[src/rtl/grs_pkg.sv]
// Package for the rate sensor register space access layer.
// Assumes a byte-wide register port driven by a serial front end on ref_clk.
package grs_pkg;
    // ----------------------------------------------------------------
    // Geometry
    // ----------------------------------------------------------------
    localparam int unsigned DATA_W = 8;
    localparam int unsigned ADDR_W = 6;
    localparam int unsigned NUM_REGS = 64;
    // ----------------------------------------------------------------
    // Address map
    // ----------------------------------------------------------------
    localparam logic [5:0] RO_LAST = 6'h0E;
    localparam logic [5:0] SOFT_RESET_ADDR = 6'h14;
    localparam logic [5:0] INT_CTRL_ADDR = 6'h21;
    localparam logic [5:0] FIFO_READ_ADDR = 6'h3F;
    localparam logic [7:0] SOFT_RESET_KEY = 8'hB6;
    localparam int unsigned INT_RESET_BIT = 7;
    localparam logic [7:0] REG_RESET = 8'h00;
    localparam logic [7:0] FIFO_RESET = 8'h00;

    typedef struct packed {
        logic wr;
        logic rd;
        logic [5:0] addr;
        logic [7:0] wdata;
    } grs_req_t;
endpackage

[src/rtl/grs_decode.sv]
// Address classifier for the rate sensor register space.
// Assumes addresses are already confined to the 64-entry map.
`timescale 1ns/10ps
module grs_decode (
    input wire logic [5:0] addr, // Register address
    input wire logic [63:0] reserved_map, // One bit per fully reserved address
    output logic is_ro, // Address is read-only: the 0x00 to 0x0E range or the FIFO read address
    output logic is_resv, // Address is fully reserved
    output logic is_soft_rst // Address is the soft-reset trigger
);
    always_comb begin
        is_ro = (addr <= grs_pkg::RO_LAST) || (addr == grs_pkg::FIFO_READ_ADDR);
        is_resv = reserved_map[addr];
        is_soft_rst = (addr == grs_pkg::SOFT_RESET_ADDR);
    end
endmodule

[src/rtl/grs_regs.sv]
// Register bank of the rate sensor: byte registers, access filtering and triggers.
// Assumes a serial front end presents one-cycle read/write strobes on ref_clk.
//
// What this block does
// - Each register is eight bits wide and each access moves exactly one byte.
// - Addresses 0x00 to 0x3F, sixty-four in all, are decoded contiguously.
// - Writes never change reserved bit positions; they are stored as zero and always read zero.
// - Addresses 0x00 to 0x0E are read-only and writes to them are dropped silently.
// - Trigger bits, such as the interrupt reset bit at 0x21 and all of 0x14, are write-only and read zero.
`timescale 1ns/10ps
module grs_regs #(
    parameter logic [63:0] RESERVED_MAP = 64'h0000_0000_0000_0000, // Fully reserved addresses
    parameter logic [7:0] RESV_MASK_DEFAULT = 8'h00 // Reserved bits in every writable register
) (
    input wire logic ref_clk, // 100 MHz clock
    input wire logic nrst, // Synchronous reset, active low
    input wire grs_pkg::grs_req_t req, // Register request from the serial front end
    output logic [7:0] rdata, // Read data, registered
    output logic rvalid, // Read data valid, one cycle
    input wire logic [7:0] status_in [0:14], // Status bytes for the read-only range
    input wire logic [7:0] fifo_data_in, // Byte presented by the FIFO read port
    output logic fifo_pop, // Pulse: FIFO byte consumed
    output logic soft_reset_pulse, // Pulse: soft reset requested
    output logic int_reset_pulse, // Pulse: latched interrupts cleared
    output logic [7:0] ctrl_out [0:63] // Current contents of the writable registers
);
    // ----------------------------------------------------------------
    // Elaboration checks
    // ----------------------------------------------------------------
    if (grs_pkg::NUM_REGS != (1 << grs_pkg::ADDR_W)) begin : g_chk
        $error("register count does not match address width");
    end

    // ----------------------------------------------------------------
    // Decode
    // ----------------------------------------------------------------
    logic is_ro;
    logic is_resv;
    logic is_soft_rst;

    grs_decode u_dec (
        .addr(req.addr),
        .reserved_map(RESERVED_MAP),
        .is_ro(is_ro),
        .is_resv(is_resv),
        .is_soft_rst(is_soft_rst)
    );

    // Trigger bits per address: these never store and read zero
    function automatic logic [7:0] trig_mask(input logic [5:0] a);
        logic [7:0] m;
        m = 8'h00;
        if (a == grs_pkg::SOFT_RESET_ADDR) begin
            m = 8'hFF;
        end else if (a == grs_pkg::INT_CTRL_ADDR) begin
            m = 8'h01 << grs_pkg::INT_RESET_BIT;
        end
        return m;
    endfunction

    // ----------------------------------------------------------------
    // Storage
    // ----------------------------------------------------------------
    logic [7:0] mem_q [0:63];
    logic [7:0] mem_d [0:63];
    logic [7:0] rdata_q, rdata_d;
    logic rvalid_q, rvalid_d;
    logic soft_q, soft_d;
    logic intr_q, intr_d;
    logic pop_q, pop_d;
    logic [7:0] keep;

    always_comb begin
        for (int i = 0; i < 64; i++) begin
            mem_d[i] = mem_q[i];
        end
        // Bits that hold state: not reserved, not triggers
        keep = ~(RESV_MASK_DEFAULT | trig_mask(req.addr));
        soft_d = 1'b0;
        intr_d = 1'b0;
        if (req.wr && !is_ro && !is_resv) begin
            mem_d[req.addr] = (mem_q[req.addr] & ~keep) | (req.wdata & keep);
            if (is_soft_rst && req.wdata == grs_pkg::SOFT_RESET_KEY) begin
                soft_d = 1'b1;
            end
            if (req.addr == grs_pkg::INT_CTRL_ADDR) begin
                intr_d = req.wdata[grs_pkg::INT_RESET_BIT];
            end
        end
        // Stored trigger and reserved bits stay zero, so reads are deterministic
        for (int i = 0; i < 64; i++) begin
            mem_d[i] = mem_d[i] & ~(RESV_MASK_DEFAULT | trig_mask(6'(i)));
        end
        rvalid_d = req.rd;
        pop_d = req.rd && (req.addr == grs_pkg::FIFO_READ_ADDR);
        rdata_d = rdata_q;
        if (req.rd) begin
            if (is_resv) begin
                rdata_d = 8'h00;
            end else if (req.addr <= grs_pkg::RO_LAST) begin
                rdata_d = status_in[4'(req.addr)];
            end else if (req.addr == grs_pkg::FIFO_READ_ADDR) begin
                rdata_d = fifo_data_in;
            end else begin
                rdata_d = mem_q[req.addr] & ~(RESV_MASK_DEFAULT | trig_mask(req.addr));
            end
        end
    end

    always_ff @(posedge ref_clk) begin
        if (!nrst || soft_q) begin
            for (int i = 0; i < 64; i++) begin
                mem_q[i] <= grs_pkg::REG_RESET;
            end
            rdata_q <= grs_pkg::FIFO_RESET;
            rvalid_q <= 1'b0;
            intr_q <= 1'b0;
            pop_q <= 1'b0;
        end else begin
            mem_q <= mem_d;
            rdata_q <= rdata_d;
            rvalid_q <= rvalid_d;
            intr_q <= intr_d;
            pop_q <= pop_d;
        end
    end

    // Soft reset pulse is held apart so it can clear the bank one cycle later
    always_ff @(posedge ref_clk) begin
        if (!nrst) begin
            soft_q <= 1'b0;
        end else begin
            soft_q <= soft_d;
        end
    end

    assign rdata = rdata_q;
    assign rvalid = rvalid_q;
    assign soft_reset_pulse = soft_q;
    assign int_reset_pulse = intr_q;
    assign fifo_pop = pop_q;
    assign ctrl_out = mem_q;
endmodule

[config.mk]
export PLATFORM = sky130hd
export DESIGN_NAME = grs_regs
export DESIGN_NICKNAME = d
export VERILOG_FILES = /design/src/rtl/grs_pkg.sv /design/src/rtl/grs_decode.sv /design/src/rtl/grs_regs.sv
export SDC_FILE = /design/constraint.sdc
export NUM_CORES = 1
export LEC_CHECK = 0
export ABC_CLOCK_PERIOD_IN_PS = 1900
export CORE_ASPECT_RATIO = 0.5
export CORE_MARGIN = 2
export CORE_UTILIZATION = 36
export CTS_CLUSTER_SIZE = 14
export DETAILED_ROUTE_END_ITERATION = 12
export DONT_BUFFER_PORTS = 1
export PLACE_DENSITY = 0.61
export SYNTH_ARGS = -nofsm -noshare
export SYNTH_HDL_FRONTEND = slang
export SYNTH_SLANG_ARGS = --single-unit
export TNS_END_PERCENT = 10
[constraint.sdc]
create_clock -name ref_clk -period 1.9 [get_ports ref_clk]
set_input_delay 0.285 -clock ref_clk [delete_from_list [all_inputs] [get_ports ref_clk]]
set_output_delay 0.285 -clock ref_clk [all_outputs]
set_load 0.05 [all_outputs]
# Yosys cells after proc, flatten, opt, wreduce, memory -nomap -nowiden
# Memories as Yosys holds them, arrays and structs flattened.
# Cells that the tools add are included.
# W data, S select, Z words.
[classes]
order_cmp = 5
n_eq_ne = 4
n_mux = 20
n_bitwise = 11
n_reduce_logical = 12
[op_table]
columns = ["op", "count"]
rows = [
  ["$bwmux W512", 1],
  ["$mux W8", 14],
  ["$bmux W8 S6", 1],
  ["$demux W8 S6", 1],
  ["$bmux W8 S4", 1],
  ["$and A8 B8 Y8", 3],
  ["$not A8 Y8", 3],
  ["$eq A6 B6 Y1 const B", 2],
  ["$eq A8 B8 Y1 const B", 1],
  ["$or A8 B8 Y8", 1],
  ["$ge A7 B7 Y1 const B", 1],
  ["$lt A6 B7 Y1 const B", 1],
  ["$lt A7 B1 Y1 const B", 1],
  ["$not A6 Y7", 1],
  ["$eq A6 B5 Y1 const B", 1],
  ["$le A6 B4 Y1 const B", 1],
  ["$ge A5 B5 Y1 const B", 1],
  ["$logic_and A1 B1 Y1", 5],
  ["$not A4 Y5", 1],
  ["$logic_not A1 Y1", 3],
  ["$reduce_or A3 Y1", 1],
  ["$logic_or A1 B1 Y1", 2],
  ["$mux W1", 2],
  ["$not A1 Y1", 2],
  ["$reduce_and A2 Y1", 1],
]
[word_totals]
regBits = 516
romBits = 64
in_bits = 146
out_inout_bits = 524
wordCells = 122
memories = 1
[memory_table]
columns = ["memory", "depth", "word_bits", "read_ports", "rd_clocked_by_memory_dff", "wr", "line", "text"]
rows = [
  ["(name not given)", 64, 1, 1, 0, 0, "grs_decode.sv:13", "is_resv = reserved_map[addr];"],
]

# Longest topological paths before layout
[depth]
word_depth = 12
ltp_mapped = 11
ltp_nobuf = 7

# Cells and area by module
# Synthesis repeated with hierarchy kept, for this count alone.
[hier_totals]
hier_cells = 3019
hier_area_um2 = 24607.4
[by_module_without_submodules]
columns = ["mod", "instances", "cells_each", "area_each_um2", "seq_area_each_um2"]
rows = [
  ["grs_regs", 1, 2970, 23968.0, 10309.9],
  ["grs_decode", 1, 49, 639.4, 0.0],
]

# Least setup slack after synthesis
# OpenSTA, ideal clock, no wires.
[synth_path]
kind = "input to register"
startpoint = "input port req[9] (netlist bit)"
endpoint = "register rdata_q[4] (netlist: rdata[4])"
setup_time_ns = 0.122
arrival_time_ns = 1.911
required_ns = 1.778
slack_ns = -0.134
stages = 9
path_buffers = 4
cell_sequence = "buf_4 -> buf_4 -> buf_2 -> buf_2 -> mux4_2 -> a221oi_1 -> o22ai_1 -> o31ai_1 -> a21oi_1"
[synth_between]
elab_chain_cells = 11
word_cells_on_any_way = 23
classes_between = "order compare: 1; eq/ne: 2; mux: 15; bitwise: 4; memory: 1"
[synth_lines]
columns = ["item", "line", "text"]
rows = [
  ["start: declaration", "grs_regs.sv:17", "input wire grs_pkg::grs_req_t req,"],
  ["branches (longest 10 deep; another with $bmux W8 S6)", "--", ""],
  ["$mux W8 *", "grs_regs.sv:98", "if (is_resv) begin"],
  ["end signal: assignment", "grs_regs.sv:115", "rdata_q <= grs_pkg::FIFO_RESET;"],
  ["end signal: assignment", "grs_regs.sv:121", "rdata_q <= rdata_d;"],
  ["end: declaration", "grs_regs.sv:66", "logic [7:0] rdata_q, rdata_d;"],
]
# Every way passes the cells marked *. The select of a mux whose other input is x is not followed.
# A chain may end at the register's enable or synchronous reset.

# Worst setup path after layout
[layout_path]
startpoint = "register mem_q (netlist bit ctrl_out[329])"
endpoint = "register rdata_q[1] (netlist: rdata[1])"
[layout_between]
elab_chain_cells = 7
[layout_lines]
columns = ["item", "line", "text"]
rows = [
  ["start: declaration", "grs_regs.sv:64", "logic [7:0] mem_q [0:63];"],
  ["start signal: indexed assignment", "grs_regs.sv:113", "mem_q[i] <= grs_pkg::REG_RESET;"],
  ["start signal: assignment", "grs_regs.sv:120", "mem_q <= mem_d;"],
  ["$bmux W8 S6", "grs_regs.sv:105", "rdata_d = mem_q[req.addr] & ~(RESV_MASK_DEFAULT | trig_mask(req.addr));"],
  ["$mux W8 (implied by the code) (2 in series)", "grs_regs.sv:105", ""],
  ["$and A8 B8 Y8", "grs_regs.sv:105", ""],
  ["$mux W8", "grs_regs.sv:102", "end else if (req.addr == grs_pkg::FIFO_READ_ADDR) begin"],
  ["$mux W8", "grs_regs.sv:100", "end else if (req.addr <= grs_pkg::RO_LAST) begin"],
  ["$mux W8", "grs_regs.sv:98", ""],
]
# No other way between the ends. The select of a mux whose other input is x is not followed.

==> flow_summary.json <==
{
  "ant_nets": 0,
  "fin_area_mm2": 0.03086,
  "period_needed_ps": 1997,
  "finalSetupViolations": 6,
  "netlist_area_mm2": 0.02285,
  "critical_path.slowest_cell": "dfxtp_1",
  "async_flop_share_pct": 0,
  "clockPowerShare_pct": 44.8,
  "synth_ff_type": "dfxtp_1",
  "cts_tree": "done",
  "avgSynthCellArea_um2": 8.670,
  "max_stage_delay_ps": 330,
  "p_comb_share_pct": 8.8,
  "gp_congestion": 0.9802,
  "tightestPinTransition_ps": 807.5,
  "seqPwrFrac_pct": 46.4,
  "critical_path.endpoint_type": "flip-flop",
  "start_util_pct": 36.34,
  "grt_pass1_vias": 21630,
  "clockBufferDepth": 3,
  "die_h_um": 182.1,
  "hold_class": "primary input to flip-flop",
  "slew_headroom_pct": 46.16,
  "drt_wl_total_um": 116800,
  "vias": 23690,
  "drc": 0,
  "internal-power_w": 0.01747,
  "ff2ff_setup_slack_ps": -100,
  "power_leakage_nw": 12.85,
  "worst_ep_arrival_time_ps": 2470,
  "path_cells": "mux2_1, a221o_1, a221oi_2, nor3_1, buf_4, nor4b_2, o22ai_1",
  "totalPowerFinal_w": 0.02351,
  "cap_violations": 0,
  "post_drt_via_cell_ratio": 5.831,
  "die_x_um": 360.3,
  "num_rows": 65,
  "tns_ps": -395.4,
  "synth_warnings": 0,
  "status": "complete, but fails checks",
  "cp_max_fo": 2,
  "fmax_mhz": 500.6,
  "area_delta_synth_final_pct": 35.08,
  "clk_pin_slew_ps": 70,
  "drt_iter0_drc": 3385,
  "fin_ws_ps": -97.45,
  "required_ps": 2370,
  "place_area_mm2": 0.02882,
  "port_buffers": 0,
  "core_mm2": 0.06287,
  "dp_hpwl_um": 86330,
  "layout-drive-gt1-share_pct": 29.84,
  "finalNonFillerCells": 4062,
  "cts_buffers": 49,
  "setup.worst_path.class": "flip-flop to flip-flop",
  "wire_per_inst_um": 28.75,
  "grt_pass1_wl_um": 163100,
  "period_share_pct": 105.1,
  "grt_antenna_before_repair": 7,
  "hold_violations": 0,
  "gr-total-overflow": 0,
  "synth_seq_cells": 515,
  "clock_latency_ps": 610,
  "violations": "setup timing",
  "grt_max_degree": 177,
  "synth_edf_count": 0,
  "cts-root-buf": "clkbuf_16",
  "track_usage_pct": 34.01,
  "switching_power_w": 0.006038,
  "dp_slack_ps": -464.6,
  "synth.distinct_cells": 70,
  "fin_worst_skew_ps": 28.80,
  "htree_levels": 2,
  "fin_nets": 3330,
  "ir_drop_v": 0.0006294,
  "io_pins": 670,
  "power.density_mw_per_mm2": 761.9,
  "startpoint_type": "flip-flop",
  "dieArea_mm2": 0.06561,
  "swShare_pct": 25.68,
  "numPlacedInstances": 3958,
  "slew_viol_final": 0,
  "dr.pass1.iters": 5,
  "cts_sinks": 515,
  "netlist_instances": 2635,
  "seq_area_frac_synth_pct": 45.13,
  "grt_setup_unrepaired": "true"
}
==> registers in the layout, summed over array words and instances (netlist names) <==
signal / flops
fifo_pop: 1
rvalid: 1
ctrl_out: 503
int_reset_pulse: 1
soft_reset_pulse: 1
rdata: 8
==> timing repair <==
action                     in CTS  in global routing
hold endpoints to repair       11                  0
gates resized for setup        17                 30
hold buffers                   13                  0
setup endpoints to repair       7                  8
setup buffers                   0                  0
pin swaps                       5                 11
==> critical path, delay by kind of cell, from the launching register on <==
kind	cells	cell delay (ps)
muxes	1	290
DFF	1	330
and+or+nand+nor	2	400
AOI/OAI and AO/OA	3	680
buffers and inverters	1	160
==> cells by family after synthesis <==
kind of cell	share of synthesized area, %
AND/OR/NAND/NOR	19.85
AO/OA/AOI/OAI	16.45
flip-flops	45.13
multiplexers	13.45
buffers and inverters	5.104
other	0.01641
==> final timing paths <==
check        cells past startpoint       endpoint          start
max                              7       rdata[1]  ctrl_out[329]
min reg2reg                      2       rdata[1]       rdata[1]
max reg2reg                      7       rdata[1]  ctrl_out[329]
min                              2  ctrl_out[210]           nrst
==> power by group through the flow <==
stage	registers, W	logic [W]	clock network, W
6_report	0.0109	0.00208	0.0105
5_1_grt	0.0109	0.00212	0.0110
4_1_cts	0.0109	0.00199	0.0106
3_5_place_dp	0.0112	0.00195	0
3_3_place_gp	0.0111	0.00194	0
2_1_floorplan	0.0113	0.00113	0
==> synth_stat cells (21+ instances only) <==
library cell  instances  area [um2]
a221oi_1             62       543.0
a21oi_1             353        1767
dfxtp_1             515       10310
mux2_2               49       551.8
buf_4                34       255.2
buf_2                77       385.4
a22oi_1              43       322.8
nor2_1              565        2121
o21ai_0              60       300.3
o22ai_1              21       131.4
mux2i_1             145        1451
and2_1              144       900.9
mux4_2               43       968.4
nand2_1             224       840.8
clkbuf_1            109       409.1
==> layout make-up <==
cell class | count | area [um2]
clock buffers | 71 | 1471
repair buffers | 722 | 6120
fillers | 5927 | 32010
diodes | 5 | 12.51
flip-flops and latches | 515 | 10310
well taps | 837 | 1047
inverters | 3 | 11.26
multi-input cells | 1893 | 11690
clock inverters | 16 | 193.9
==> cells in the final DEF (no fill, tap or decap), types with 7 or more instances in the layout <==
cell             n
a22o_1           9
o211ai_1        10
a22oi_1         42
clkbuf_16       51
nand2_1        220
mux4_2          43
a21oi_1        347
nor2_2           8
and2_1         144
conb_1           9
dfxtp_1        512
clkbuf_1         8
mux2_2          48
nand2_2         12
o22ai_1         19
nand3_1         13
buf_12          53
a221oi_2         7
mux2i_1        144
mux2_1           9
o21ai_1          8
buf_4          655
clkbuf_8        12
a221o_1         15
o21ai_0         58
dlygate4sd3_1   13
nor2_1         561
clkinv_2         8
a221oi_1        51
==> stage by stage <==
step,util (%),hold slack (ps)
floorplan,-,398.8
global placement,45.84,426.6
detailed placement,45.84,430.1
CTS,48.81,0.1719
global route,49.08,25.86
finish,49.09,22.67
==> layer usage <==
layer	wire length, um	track usage [%]	up-vias
met5	13	0	-
met4	7156	17.21	2
met3	12780	8.148	370
met2	51440	52.73	1641
met1	45380	44.32	11430
li1	-	-	10240
No activity file was read; power rests on OpenSTA's default activity.
